--- config.mk ---
export PLATFORM = sky130hd
export DESIGN_NAME = fmsp_serial_port
export DESIGN_NICKNAME = d
export VERILOG_FILES = /design/src/fmsp_pkg.sv /design/src/fmsp_rate_tick.sv /design/src/fmsp_serial_port.sv
export VERILOG_INCLUDE_DIRS = /design/src
export SDC_FILE = /design/constraint.sdc
export NUM_CORES = 1
export LEC_CHECK = 0
export BUFFER_PORTS_ARGS = -buffer_cell sky130_fd_sc_hd__buf_2
export CAP_MARGIN = 10
export CORE_ASPECT_RATIO = 0.8
export CORE_MARGIN = 5
export CORE_UTILIZATION = 45
export CTS_BUF_LIST = sky130_fd_sc_hd__clkbuf_2 sky130_fd_sc_hd__clkbuf_4 sky130_fd_sc_hd__clkbuf_8
export CTS_CLUSTER_DIAMETER = 150
export DETAILED_ROUTE_END_ITERATION = 6
export GPL_TIMING_DRIVEN = 1
export MAX_ROUTING_LAYER = met4
export PLACE_DENSITY = 0.65
export SYNTH_ARGS = -nofsm -noshare
export SYNTH_HDL_FRONTEND = slang
export SYNTH_SLANG_ARGS = --single-unit
--- constraint.sdc ---
create_clock -name core_clk -period 5.9 [get_ports core_clk]
set_input_delay 0 -clock core_clk [delete_from_list [all_inputs] [get_ports core_clk]]
set_output_delay 0 -clock core_clk [all_outputs]
set_load 0.02 [all_outputs]
--- src/fmsp_params.svh ---
// register map, field positions, reset values and timing counts of the serial port
`ifndef FMSP_PARAMS_SVH
`define FMSP_PARAMS_SVH

`define FMSP_A_CTRL     3'h0
`define FMSP_A_DATA     3'h1
`define FMSP_A_STAT     3'h2
`define FMSP_A_MASK     3'h3
`define FMSP_A_CFG      3'h4
`define FMSP_A_ADDR     3'h5
`define FMSP_A_AMSK     3'h6

`define FMSP_B_RXD      0
`define FMSP_B_TXD      1
`define FMSP_B_RX9      2
`define FMSP_B_TX9      3
`define FMSP_B_REN      4
`define FMSP_B_MPC      5
`define FMSP_B_MODE     7:6
`define FMSP_B_OVR      2
`define FMSP_B_FERR     3
`define FMSP_B_TXSEL    1:0
`define FMSP_B_RXSEL    3:2
`define FMSP_B_DBL      4

`define FMSP_MODE_SYNC  2'h0
`define FMSP_MODE_VAR8  2'h1
`define FMSP_MODE_FIX9  2'h2
`define FMSP_MODE_VAR9  2'h3
`define FMSP_SEL_T1     2'h0

`define FMSP_RST_BYTE   8'h00
`define FMSP_RST_MASK   4'h0
`define FMSP_BCAST      8'hff

`define FMSP_SYNC_DIV   4'hc
`define FMSP_SYNC_HALF  4'h6
`define FMSP_SYNC_BITS  4'h8
`define FMSP_FRAME8     4'ha
`define FMSP_FRAME9     4'hb
`define FMSP_OS_LAST    4'hf
`define FMSP_OS_MID     4'h7
`define FMSP_FIX_SLOW   3'h4
`define FMSP_FIX_FAST   3'h2

`endif

--- src/fmsp_pkg.sv ---
// state types of the serial port
package fmsp_pkg;
	typedef enum logic [1:0] {tx_idle, tx_async, tx_sync} fmsp_tx_st_e;
	typedef enum logic {rx_idle, rx_busy} fmsp_rx_st_e;
endpackage

--- src/fmsp_rate_tick.sv ---
// sixteen-times oversampling tick for the asynchronous modes
`timescale 1ns/1ns
`include "fmsp_params.svh"
module fmsp_rate_tick (
	input  wire logic       core_clk,
	input  wire logic       resetn,
	input  wire logic [1:0] mode,
	input  wire logic [1:0] sel,
	input  wire logic       baud_double,
	input  wire logic [3:0] timer_ovf,
	output logic            os_tick
);
	logic [2:0] div_cnt;
	logic       half;
	logic [2:0] lim;
	logic       ovf;

	// fixed mode: core/64 or core/32 baud is core/4 or core/2 at 16x
	assign lim = baud_double ? `FMSP_FIX_FAST : `FMSP_FIX_SLOW;
	assign ovf = timer_ovf[sel];

	always_ff @(posedge core_clk or negedge resetn) begin
		if (!resetn) begin
			div_cnt <= 3'h0;
		end else if (mode != `FMSP_MODE_FIX9 || div_cnt == lim - 3'h1) begin
			div_cnt <= 3'h0;
		end else begin
			div_cnt <= div_cnt + 3'h1;
		end
	end

	// timer 1 is halved unless doubled, giving overflow/32 or /16
	always_ff @(posedge core_clk or negedge resetn) begin
		if (!resetn) begin
			half <= 1'b0;
		end else if (timer_ovf[`FMSP_SEL_T1]) begin
			half <= ~half;
		end
	end

	always_ff @(posedge core_clk or negedge resetn) begin
		if (!resetn) begin
			os_tick <= 1'b0;
		end else if (mode == `FMSP_MODE_FIX9) begin
			os_tick <= (div_cnt == lim - 3'h1);
		end else if (sel == `FMSP_SEL_T1 && !baud_double) begin
			os_tick <= ovf && half;
		end else begin
			os_tick <= ovf;
		end
	end
endmodule // fmsp_rate_tick

--- src/fmsp_serial_port.sv ---
// four-mode serial port: register slave, transmitter, receiver, interrupt
//
// Design decisions made here: the address map and the strobed register port.
`timescale 1ns/1ns
`include "fmsp_params.svh"
module fmsp_serial_port (
	input  wire logic       core_clk,
	input  wire logic       resetn,
	input  wire logic [2:0] addr,
	input  wire logic [7:0] wr_data,
	input  wire logic       wr_en,
	input  wire logic       rd_en,
	output logic      [7:0] rd_data,
	input  wire logic [3:0] timer_ovf,
	input  wire logic       serial_rx_pin_i,
	output logic            serial_rx_pin_o,
	output logic            serial_rx_pin_oe,
	output logic            serial_tx_pin,
	output logic            irq
);
	// control fields
	logic [1:0] mode;
	logic       rx_enable;
	logic       multiproc_check_en;
	logic       tx_ninth_bit;
	logic       rx_ninth_bit;
	logic       tx_done_flag;
	logic       rx_done_flag;
	logic       overrun;
	logic       frame_err;
	logic [3:0] irq_mask;
	logic [1:0] tx_sel;
	logic [1:0] rx_sel;
	logic       baud_double;
	logic [7:0] own_addr;
	logic [7:0] addr_mask;
	logic [7:0] serial_data_buffer;
	logic       unread;

	// decoded bus strobes
	logic wr_ctrl;
	logic wr_data_reg;
	logic wr_stat;
	logic rd_data_reg;
	logic clr_rxd;
	logic clr_txd;

	// transmit side
	fmsp_pkg::fmsp_tx_st_e tx_st;
	logic [10:0] frame;
	logic [3:0]  tx_left;
	logic [3:0]  tx_os;
	logic [3:0]  sync_ph;
	logic        sync_rx;
	logic [7:0]  sync_in;
	logic        tx_os_tick;
	logic        set_txd;
	logic        sync_fin;
	logic        sync_start_tx;
	logic        sync_start_rx;

	// receive side
	fmsp_pkg::fmsp_rx_st_e rx_st;
	logic [9:0] rx_sh;
	logic [3:0] rx_cnt;
	logic [3:0] rx_os;
	logic       rx_q;
	logic       rx_os_tick;
	logic       rx_fin;
	logic [7:0] rx_byte;
	logic       rx_b9;
	logic       rx_stop;
	logic       rx_accept;
	logic       load;
	logic [7:0] load_byte;
	logic       sync_rx_fin;

	function automatic logic nine_bit(input logic [1:0] m);
		nine_bit = m[1];
	endfunction

	function automatic logic [3:0] frame_len(input logic [1:0] m);
		frame_len = nine_bit(m) ? `FMSP_FRAME9 : `FMSP_FRAME8;
	endfunction

	// masked match against own address, or the all-ones broadcast
	function automatic logic addr_hit(input logic [7:0] b, input logic [7:0] own,
		input logic [7:0] msk);
		addr_hit = ((b & msk) == (own & msk)) || (b == `FMSP_BCAST);
	endfunction

	assign wr_ctrl     = wr_en && addr == `FMSP_A_CTRL;
	assign wr_data_reg = wr_en && addr == `FMSP_A_DATA;
	assign wr_stat     = wr_en && addr == `FMSP_A_STAT;
	assign rd_data_reg = rd_en && addr == `FMSP_A_DATA;
	// done flags clear by writing one, through control or status
	assign clr_rxd = (wr_ctrl || wr_stat) && wr_data[`FMSP_B_RXD];
	assign clr_txd = (wr_ctrl || wr_stat) && wr_data[`FMSP_B_TXD];

	fmsp_rate_tick u_tx_rate (
		.core_clk    (core_clk),
		.resetn      (resetn),
		.mode        (mode),
		.sel         (tx_sel),
		.baud_double (baud_double),
		.timer_ovf   (timer_ovf),
		.os_tick     (tx_os_tick)
	);

	fmsp_rate_tick u_rx_rate (
		.core_clk    (core_clk),
		.resetn      (resetn),
		.mode        (mode),
		.sel         (rx_sel),
		.baud_double (baud_double),
		.timer_ovf   (timer_ovf),
		.os_tick     (rx_os_tick)
	);

	// configuration registers
	always_ff @(posedge core_clk or negedge resetn) begin
		if (!resetn) begin
			mode               <= `FMSP_MODE_SYNC;
			rx_enable          <= 1'b0;
			multiproc_check_en <= 1'b0;
			tx_ninth_bit       <= 1'b0;
		end else if (wr_ctrl) begin
			mode               <= wr_data[`FMSP_B_MODE];
			rx_enable          <= wr_data[`FMSP_B_REN];
			multiproc_check_en <= wr_data[`FMSP_B_MPC];
			tx_ninth_bit       <= wr_data[`FMSP_B_TX9];
		end
	end

	always_ff @(posedge core_clk or negedge resetn) begin
		if (!resetn) begin
			irq_mask    <= `FMSP_RST_MASK;
			tx_sel      <= `FMSP_SEL_T1;
			rx_sel      <= `FMSP_SEL_T1;
			baud_double <= 1'b0;
			own_addr    <= `FMSP_RST_BYTE;
			addr_mask   <= `FMSP_RST_BYTE;
		end else if (wr_en && addr == `FMSP_A_MASK) begin
			irq_mask <= wr_data[3:0];
		end else if (wr_en && addr == `FMSP_A_CFG) begin
			tx_sel      <= wr_data[`FMSP_B_TXSEL];
			rx_sel      <= wr_data[`FMSP_B_RXSEL];
			baud_double <= wr_data[`FMSP_B_DBL];
		end else if (wr_en && addr == `FMSP_A_ADDR) begin
			own_addr <= wr_data;
		end else if (wr_en && addr == `FMSP_A_AMSK) begin
			addr_mask <= wr_data;
		end
	end

	// synchronous-mode start: a data write sends, otherwise receive when armed
	assign sync_start_tx = tx_st == fmsp_pkg::tx_idle && mode == `FMSP_MODE_SYNC && wr_data_reg;
	// rx_done_flag rises a cycle after the shifter goes idle; hold off a restart then
	assign sync_start_rx = tx_st == fmsp_pkg::tx_idle && mode == `FMSP_MODE_SYNC && !wr_data_reg
		&& rx_enable && !rx_done_flag && !sync_rx_fin;
	assign sync_fin = tx_st == fmsp_pkg::tx_sync && sync_ph == `FMSP_SYNC_DIV - 4'h1
		&& tx_left == 4'h1;

	// transmitter; writes while busy are dropped, there is no transmit queue
	always_ff @(posedge core_clk or negedge resetn) begin
		if (!resetn) begin
			tx_st   <= fmsp_pkg::tx_idle;
			frame   <= 11'h7ff;
			tx_left <= 4'h0;
			tx_os   <= 4'h0;
			sync_ph <= 4'h0;
			sync_rx <= 1'b0;
			sync_in <= `FMSP_RST_BYTE;
		end else begin
			case (tx_st)
				fmsp_pkg::tx_idle: begin
					tx_os   <= 4'h0;
					sync_ph <= 4'h0;
					if (mode != `FMSP_MODE_SYNC && wr_data_reg) begin
						// stop, ninth (or a second stop), data, start
						frame   <= {1'b1, nine_bit(mode) ? tx_ninth_bit : 1'b1,
							wr_data, 1'b0};
						tx_left <= frame_len(mode);
						tx_st   <= fmsp_pkg::tx_async;
					end else if (sync_start_tx || sync_start_rx) begin
						frame   <= {3'h7, wr_data};
						tx_left <= `FMSP_SYNC_BITS;
						sync_rx <= sync_start_rx;
						tx_st   <= fmsp_pkg::tx_sync;
					end
				end
				fmsp_pkg::tx_async: begin
					if (tx_os_tick) begin
						tx_os <= tx_os + 4'h1;
						if (tx_os == `FMSP_OS_LAST) begin
							frame   <= {1'b1, frame[10:1]};
							tx_left <= tx_left - 4'h1;
							if (tx_left == 4'h1) begin
								tx_st <= fmsp_pkg::tx_idle;
							end
						end
					end
				end
				fmsp_pkg::tx_sync: begin
					// twelve core clocks per bit
					sync_ph <= (sync_ph == `FMSP_SYNC_DIV - 4'h1) ? 4'h0 : sync_ph + 4'h1;
					if (sync_ph == `FMSP_SYNC_HALF - 4'h1) begin
						sync_in <= {serial_rx_pin_i, sync_in[7:1]};
					end
					if (sync_ph == `FMSP_SYNC_DIV - 4'h1) begin
						frame   <= {1'b1, frame[10:1]};
						tx_left <= tx_left - 4'h1;
						if (tx_left == 4'h1) begin
							tx_st   <= fmsp_pkg::tx_idle;
							sync_rx <= 1'b0;
						end
					end
				end
				default: tx_st <= fmsp_pkg::tx_idle;
			endcase
		end
	end

	// transmit done at start of the stop bit, or end of the eighth shift
	assign set_txd = (tx_st == fmsp_pkg::tx_async && tx_os_tick && tx_os == `FMSP_OS_LAST
		&& tx_left == 4'h2) || (sync_fin && !sync_rx);

	// pins: async data on tx; sync clock on tx, data on open-drain rx pin
	always_ff @(posedge core_clk or negedge resetn) begin
		if (!resetn) begin
			serial_tx_pin    <= 1'b1;
			serial_rx_pin_oe <= 1'b0;
		end else if (tx_st == fmsp_pkg::tx_async) begin
			serial_tx_pin    <= frame[0];
			serial_rx_pin_oe <= 1'b0;
		end else if (tx_st == fmsp_pkg::tx_sync) begin
			serial_tx_pin    <= sync_ph >= `FMSP_SYNC_HALF;
			serial_rx_pin_oe <= !sync_rx && !frame[0];
		end else begin
			serial_tx_pin    <= 1'b1;
			serial_rx_pin_oe <= 1'b0;
		end
	end
	assign serial_rx_pin_o = 1'b0;

	// async receiver, runs alongside the transmitter
	always_ff @(posedge core_clk or negedge resetn) begin
		if (!resetn) begin
			rx_q <= 1'b1;
		end else begin
			rx_q <= serial_rx_pin_i;
		end
	end

	always_ff @(posedge core_clk or negedge resetn) begin
		if (!resetn) begin
			rx_st  <= fmsp_pkg::rx_idle;
			rx_sh  <= 10'h000;
			rx_cnt <= 4'h0;
			rx_os  <= 4'h0;
			rx_fin <= 1'b0;
		end else begin
			rx_fin <= 1'b0;
			case (rx_st)
				fmsp_pkg::rx_idle: begin
					rx_os  <= 4'h0;
					rx_cnt <= 4'h0;
					if (mode != `FMSP_MODE_SYNC && rx_enable && rx_q && !serial_rx_pin_i) begin
						rx_st <= fmsp_pkg::rx_busy;
					end
				end
				fmsp_pkg::rx_busy: begin
					if (!rx_enable || mode == `FMSP_MODE_SYNC) begin
						rx_st <= fmsp_pkg::rx_idle;
					end else if (rx_os_tick) begin
						rx_os <= rx_os + 4'h1;
						// sample mid-bit; a start bit high again is a glitch
						if (rx_os == `FMSP_OS_MID) begin
							rx_cnt <= rx_cnt + 4'h1;
							if (rx_cnt == 4'h0 && serial_rx_pin_i) begin
								rx_st <= fmsp_pkg::rx_idle;
							end else if (rx_cnt != 4'h0) begin
								rx_sh <= {serial_rx_pin_i, rx_sh[9:1]};
							end
							if (rx_cnt == frame_len(mode) - 4'h1) begin
								rx_fin <= 1'b1;
								rx_st  <= fmsp_pkg::rx_idle;
							end
						end
					end
				end
				default: rx_st <= fmsp_pkg::rx_idle;
			endcase
		end
	end

	assign rx_byte = nine_bit(mode) ? rx_sh[7:0] : rx_sh[8:1];
	assign rx_b9   = nine_bit(mode) ? rx_sh[8] : rx_sh[9];
	assign rx_stop = rx_sh[9];
	// nine-bit modes check ninth bit and address; eight-bit checks stop
	assign rx_accept = !rx_done_flag && (!multiproc_check_en ||
		(nine_bit(mode) ? (rx_b9 && addr_hit(rx_byte, own_addr, addr_mask)) : rx_stop));
	// sync receive lands in the holding register one cycle after the eighth bit
	always_ff @(posedge core_clk or negedge resetn) begin
		if (!resetn) begin
			sync_rx_fin <= 1'b0;
		end else begin
			sync_rx_fin <= sync_fin && sync_rx;
		end
	end
	assign load      = (rx_fin && rx_accept) || sync_rx_fin;
	assign load_byte = sync_rx_fin ? sync_in : rx_byte;

	// holding register, separate from the shifters
	always_ff @(posedge core_clk or negedge resetn) begin
		if (!resetn) begin
			serial_data_buffer <= `FMSP_RST_BYTE;
			rx_ninth_bit       <= 1'b0;
		end else if (load) begin
			serial_data_buffer <= load_byte;
			if (!sync_rx_fin) begin
				rx_ninth_bit <= rx_b9;
			end
		end
	end

	// sticky flags: a set in the same cycle as a clear wins
	always_ff @(posedge core_clk or negedge resetn) begin
		if (!resetn) begin
			rx_done_flag <= 1'b0;
			tx_done_flag <= 1'b0;
		end else begin
			rx_done_flag <= load || (rx_done_flag && !clr_rxd);
			tx_done_flag <= set_txd || (tx_done_flag && !clr_txd);
		end
	end

	always_ff @(posedge core_clk or negedge resetn) begin
		if (!resetn) begin
			unread    <= 1'b0;
			overrun   <= 1'b0;
			frame_err <= 1'b0;
		end else begin
			unread    <= load || (unread && !rd_data_reg);
			overrun   <= (load && unread && !rd_data_reg) ||
				(overrun && !(wr_stat && wr_data[`FMSP_B_OVR]));
			frame_err <= (rx_fin && !rx_stop) ||
				(frame_err && !(wr_stat && wr_data[`FMSP_B_FERR]));
		end
	end

	// one level interrupt; with the mask at zero the flags are polled
	always_comb begin
		irq = |({frame_err, overrun, tx_done_flag, rx_done_flag} & irq_mask);
	end

	// read data stands the cycle after the read strobe
	always_ff @(posedge core_clk or negedge resetn) begin
		if (!resetn) begin
			rd_data <= `FMSP_RST_BYTE;
		end else if (!rd_en) begin
			rd_data <= `FMSP_RST_BYTE;
		end else if (addr == `FMSP_A_CTRL) begin
			rd_data <= {mode, multiproc_check_en, rx_enable, tx_ninth_bit,
				rx_ninth_bit, tx_done_flag, rx_done_flag};
		end else if (addr == `FMSP_A_DATA) begin
			rd_data <= serial_data_buffer;
		end else if (addr == `FMSP_A_STAT) begin
			rd_data <= {4'h0, frame_err, overrun, tx_done_flag, rx_done_flag};
		end else if (addr == `FMSP_A_MASK) begin
			rd_data <= {4'h0, irq_mask};
		end else if (addr == `FMSP_A_CFG) begin
			rd_data <= {3'h0, baud_double, rx_sel, tx_sel};
		end else if (addr == `FMSP_A_ADDR) begin
			rd_data <= own_addr;
		end else if (addr == `FMSP_A_AMSK) begin
			rd_data <= addr_mask;
		end else begin
			rd_data <= `FMSP_RST_BYTE;
		end
	end
endmodule // fmsp_serial_port

==> flow_metrics.env, run 1 <==
export IMPL_hold_path_class="input port to register"
export IMPL_synthTopCellsByArea="dfrtp_1 42%, mux2_2 9.6%, mux2i_1 5.3%"
export IMPL_path_cells="mux2i_1 > mux2i_1 > nor4_4 > a21oi_2 > o211ai_2"
export IMPL_io_pins=32
export IMPL_path_max_fanout=21
export IMPL_yosysSeqAreaShare=0.4649
export IMPL_vias=4874
export IMPL_arrival_ps=3120
export IMPL_grt_start_max_net_pins=74
export IMPL_cpMostUsedCell="mux2i_1"
export IMPL_die_w_um=143.7
export IMPL_critPathKind="register to register"
export IMPL_synth_nets=640
export IMPL_rsz0062_at_grt="no"
export IMPL_dp_hpwl_um=11110
export IMPL_tns_ps=0
export IMPL_synth_edf_count=0
export IMPL_ir_drop_uv=208.0
export IMPL_track_usage=0.2056
export IMPL_placed_cells=790
export IMPL_synth_cells=604
export IMPL_post_route_period_util=0.4789
export IMPL_diodes=0
export IMPL_async_flop_share=1.000
export IMPL_syn_to_final_growth_pct=12.61
export IMPL_synth_top_cell_area_share=0.4159
export IMPL_grt_ovfl_total=0
export IMPL_largestRegisters="frame x10, rx_sh x10"
export IMPL_final_nets=676
export IMPL_fin_skew_ps=9.240
export IMPL_max_cap_viol_count=0
export IMPL_port_buffers=30
export IMPL_cts_setup_buffers=0
export IMPL_start_kind="register"
export IMPL_leakage_nw=3.265
export IMPL_synth_main_ff_cell="dfrtp_1"
export IMPL_critPathMaxStageDelay_ps=960
export IMPL_core_area_um2=14150
export IMPL_viasPerCell=5.823
export IMPL_cp_end_kind="register"
export IMPL_status="finished clean"
export IMPL_antenna_found_initial=0
export IMPL_num_rows=39
export IMPL_worst_pin_slew_ps=952.9
export IMPL_dr_pass1_iters=5
export IMPL_wl_um=15700
export IMPL_cts_path_max_buffers=2
export IMPL_multi_input_area_um2=3223
export IMPL_maxSlewHeadroom=0.3648
export IMPL_wl_per_cell_um=18.75
export IMPL_drive_gt1_frac=0.2297
export IMPL_insertion_delay_ps=440
export IMPL_drv_slew=0
export IMPL_grt_pass1_vias=4844
export IMPL_clock_fmax_mhz=353.9
export IMPL_synth_area_um2=6437
export IMPL_clk_pin_slew_ps=70
export IMPL_cpMaxStageDelayCell="dfrtp_1"
export IMPL_avgSynthCellArea_um2=10.66
export IMPL_ys_types=64
export IMPL_start_util=0.4549
export IMPL_htree_levels=4
export IMPL_die_h_um=117.0
export IMPL_post_route_drc_count=0
export IMPL_final_util=0.5123
export IMPL_setup_viol=0
export IMPL_rrSetupSlack_ps=3070
export IMPL_register_area_um2=2993
export IMPL_grt_pass1_wl_um=25900
export IMPL_finalCriticalPeriod_ps=2826
export IMPL_root_buffer="clkbuf_8"
export IMPL_crit_required_ps=6190
export IMPL_fin_cells=837
export IMPL_hold_viol=0
export IMPL_synth_seq_cells=119
export IMPL_clkSinkCount=119
export IMPL_dieArea_um2=16810
export IMPL_nFillCells=1319
export IMPL_cts_tree="done"
export IMPL_yosysTopAreaCell="dfrtp_1"
export IMPL_p_per_area_nw_per_um2=357.5
export IMPL_gp_congestion=0.9403
export IMPL_numCtsBuffers=17
export IMPL_first_iter_violations=494
export IMPL_antenna_left=0
export IMPL_ys_warn_count=0
## metal layers
metal / vias up / track usage / wire length, um
met1: 2424 / 0.3027 / 7794
met4: 0 / 0.06650 / 251
li1: 2260 / - / -
met2: 163 / 0.2837 / 6699
met3: 27 / 0.04224 / 952
met5: - / - / 0
## placed cells by master (no fill, tap or decap), drive strengths merged, types with 17 or more instances in the layout
master  synthesis  layout
nand2          61      61
clkbuf         18      24
dfrtp         107     107
a21oi          27      27
mux2i          35      35
inv            22      22
o21ai          39      39
mux2           55      55
nor2           20      20
and2           17      17
buf            11      31
## area by class of cell
class / count / area share
clock buffers: 24 / 0.04298
clock inverters: 8 / 0.01312
inverters: 23 / 0.01191
multi-input cells: 433 / 0.4446
flip-flops and latches: 119 / 0.4128
well taps: 184 / 0.03176
repair buffers: 46 / 0.04280
## synth_stat cells, types with 9 or more instances
library cell	instances
dfrtp_1	107
dfstp_2	12
o21ai_0	34
xnor2_1	9
nand2b_1	14
a31oi_1	14
ha_1	16
clkbuf_1	18
nor2b_1	9
mux2i_1	34
or3_1	11
a21oi_1	26
and2_1	17
o211ai_2	10
mux2_2	55
nand2_1	61
inv_1	22
nor2_1	20
## repair_timing
action | CTS | global route
resized for setup | 0 | 0
hold buffers | 15 | 0
hold endpoints to repair | 96 | 0
## power by group
part | internal, mW | switching (mW)
clock network | 0.431 | 0.322
logic | 0.299 | 0.398
registers | 0.986 | 0.155
total | 1.72 | 0.875
## path summary, 6_finish.rpt
check / from / endpoint / cells after the start
max in group asynchronous: resetn / rx_sh[9] / 3
min in group asynchronous: resetn / sync_ph[1] / 2
min: timer_ovf[3] / u_rx_rate.os_tick / 5
max reg2reg: mode[1] / serial_data_buffer[0] / 5
min reg2reg: sync_rx / serial_rx_pin_oe / 1
max: mode[1] / serial_data_buffer[0] / 5
## per-stage QoR
step           cell area (um2)  worst slack (ps)  hold slack [ps]  total power, mW
4_1_cts                   7249              3071            2.918            2.608
3_5_place_dp              6693              3084            47.46            1.834
6_report                  7249              3074            31.92            2.591
2_1_floorplan             6437              4022           -295.6            1.639
5_1_grt                   7249              2870            73.45            2.744
3_3_place_gp              6693              3232            41.35            1.794
## logic make-up after synthesis
kind of cell / after synthesis / synth area share
flip-flops: 119 / 0.4649
adder cells (fa/ha/maj): 16 / 0.03110
other: 1 / 0.0005825
AND/OR/NAND/NOR: 171 / 0.1405
buffers and inverters: 52 / 0.03440
XOR/XNOR: 16 / 0.02177
AO/OA/AOI/OAI: 139 / 0.1555
multiplexers: 90 / 0.1512
## critical path: cells and delay by family (launching register included)
kind / cells / cell delay, ps
multiplexers: 2 / 800
flip-flops: 1 / 960
AO/OA/AOI/OAI: 2 / 780
AND/OR/NAND/NOR: 1 / 120
Note: power is estimated with default switching activity, not from simulation.
==> run 2: changes to the inputs <==
Clock period 5.9 ns to 2.9 ns, I/O delays scaled along.
==> run 2 against run 1 <==
  * Utilization rose by 0.48 points
  * Via count barely moved
  * Fmax rose by 12%
  * Sequential share of layout area fell by 0.38 points
  * Critical path type unchanged
==> flow_metrics.env, run 2 (synthesized netlist as in run 1, its figures left out) <==
export IMPL_clk_pin_slew_ps=70
export IMPL_finalWorstSetupSlack_ps=368.0
export IMPL_largestRegisters="frame x10, rx_sh x10"
export IMPL_grt_ovfl_total=0
export IMPL_rsz0062_at_grt="no"
export IMPL_fin_cells=840
export IMPL_hold_viol=0
export IMPL_diodes=0
export IMPL_cpMaxStageDelayCell="dfrtp_1"
export IMPL_finalCriticalPeriod_ps=2532
export IMPL_core_area_um2=14150
export IMPL_cts_repair_resized=0
export IMPL_wl_per_cell_um=18.37
export IMPL_vias=4871
export IMPL_dr_pass1_iters=5
export IMPL_final_cell_mix="107 x dfrtp_1, 61 x nand2_1, 55 x mux2_2"
export IMPL_num_rows=39
export IMPL_nFillCells=1276
export IMPL_max_cap_viol_count=0
export IMPL_die_w_um=143.7
export IMPL_crit_required_ps=3180
export IMPL_cp_top_family="compound AO/OA/AOI/OAI gates"
export IMPL_antenna_found_initial=0
export IMPL_grt_pass1_wl_um=24890
export IMPL_post_place_ws_ps=412.6
export IMPL_insertion_delay_ps=430
export IMPL_htree_levels=4
export IMPL_post_route_period_util=0.8731
export IMPL_antenna_left=0
export IMPL_clkSinkCount=119
export IMPL_critPathMaxStageDelay_ps=660
export IMPL_cts_tree="done"
export IMPL_critPathBufInv=0
export IMPL_clock_fmax_mhz=394.9
export IMPL_wl_um=15430
export IMPL_arrival_ps=2810
export IMPL_start_util=0.4549
export IMPL_setup_viol=0
export IMPL_hold_path_class="input port to register"
export IMPL_leakage_nw=3.304
export IMPL_grt_pass1_vias=4661
export IMPL_numCtsBuffers=17
export IMPL_viasPerCell=5.799
export IMPL_cts_path_max_buffers=2
export IMPL_p_per_area_nw_per_um2=735.3
export IMPL_drv_slew=0
export IMPL_dp_hpwl_um=11100
export IMPL_root_buffer="clkbuf_8"
export IMPL_status="finished clean"
export IMPL_rrSetupSlack_ps=370
export IMPL_worst_pin_slew_ps=816.6
export IMPL_gp_congestion=0.9621
export IMPL_drive_gt1_frac=0.2348
export IMPL_path_max_fanout=11
export IMPL_final_common_cell="dfrtp_1"
export IMPL_fin_skew_ps=12.56
export IMPL_tns_ps=0
export IMPL_cpMostUsedCell="mux2i_1"
export IMPL_post_route_drc_count=0
export IMPL_die_h_um=117.0
export IMPL_start_kind="register"
export IMPL_register_area_um2=2993
export IMPL_maxSlewHeadroom=0.4514
export IMPL_ir_drop_uv=340.0
export IMPL_placed_cells=794
export IMPL_multi_input_area_um2=3223
export IMPL_syn_to_final_growth_pct=13.66
export IMPL_dieArea_um2=16810
export IMPL_cp_end_kind="register"
export IMPL_first_iter_violations=392
export IMPL_path_cells="mux2i_1 > mux2i_1 > nor4_4 > a21oi_2 > o31ai_1"
export IMPL_grt_start_max_net_pins=54
export IMPL_track_usage=0.1959
export IMPL_io_pins=32
export IMPL_critPathKind="register to register"
export IMPL_port_buffers=30
export IMPL_final_nets=679
run 2: path summary, 6_finish.rpt:
path | cells past startpoint | startpoint | to
worst max-delay path | 5 | mode[1] | overrun
worst min-delay path | 5 | timer_ovf[1] | u_rx_rate.os_tick
worst max register to register | 5 | mode[1] | overrun
worst min register to register | 1 | u_tx_rate.half | u_tx_rate.half
max in group asynchronous | 3 | resetn | frame[8]
min in group asynchronous | 2 | resetn | sync_ph[1]
run 2: area by class of cell:
type | instances | area share
tap | 184 | 0.03146
multi-input combinational | 433 | 0.4405
clock inverter | 7 | 0.01590
inverter | 23 | 0.01180
sequential | 119 | 0.4090
clock buffer | 25 | 0.04446
timing repair buffer | 49 | 0.04685
run 2: through the flow:
stage	cell area, um2	total power, mW	utilization	hold slack, ps
floorplan	6437	3.335	-	-295.6
global placement	6735	3.660	0.4760	75.91
detailed placement	6735	3.733	0.4760	81.39
CTS	7317	5.409	0.5171	15.60
global route	7317	5.697	0.5171	136.6
finish	7317	5.380	0.5171	34.74
run 2: worst min-delay path, cell delays in order:
cell     delay, ps
buf_2           90
nand2_1         50
o21ai_0         50
o21ai_0         80
a21oi_1        150
run 2: per-layer routing:
layer	up-vias	track usage	part of all wire
li1	2257	-	-
met1	2435	0.2992	0.50
met2	150	0.2632	0.42
met3	29	0.03249	0.059
met4	0	0.06336	0.019
met5	-	-	0
run 2: where the power goes:
part	leakage (nW)	switching (mW)	total, mW	internal, mW
Clock	0.226	0.656	1.65	0.993
Sequential	1.52	0.293	2.30	2.01
Combinational	1.55	0.820	1.43	0.610
Total	3.30	1.77	5.38	3.61
run 2: repair_timing:
item	in CTS	in global routing
hold buffers	14	0
setup endpoints to repair	0	0
endpoints found under the hold margin	88	0
setup buffers	0	0
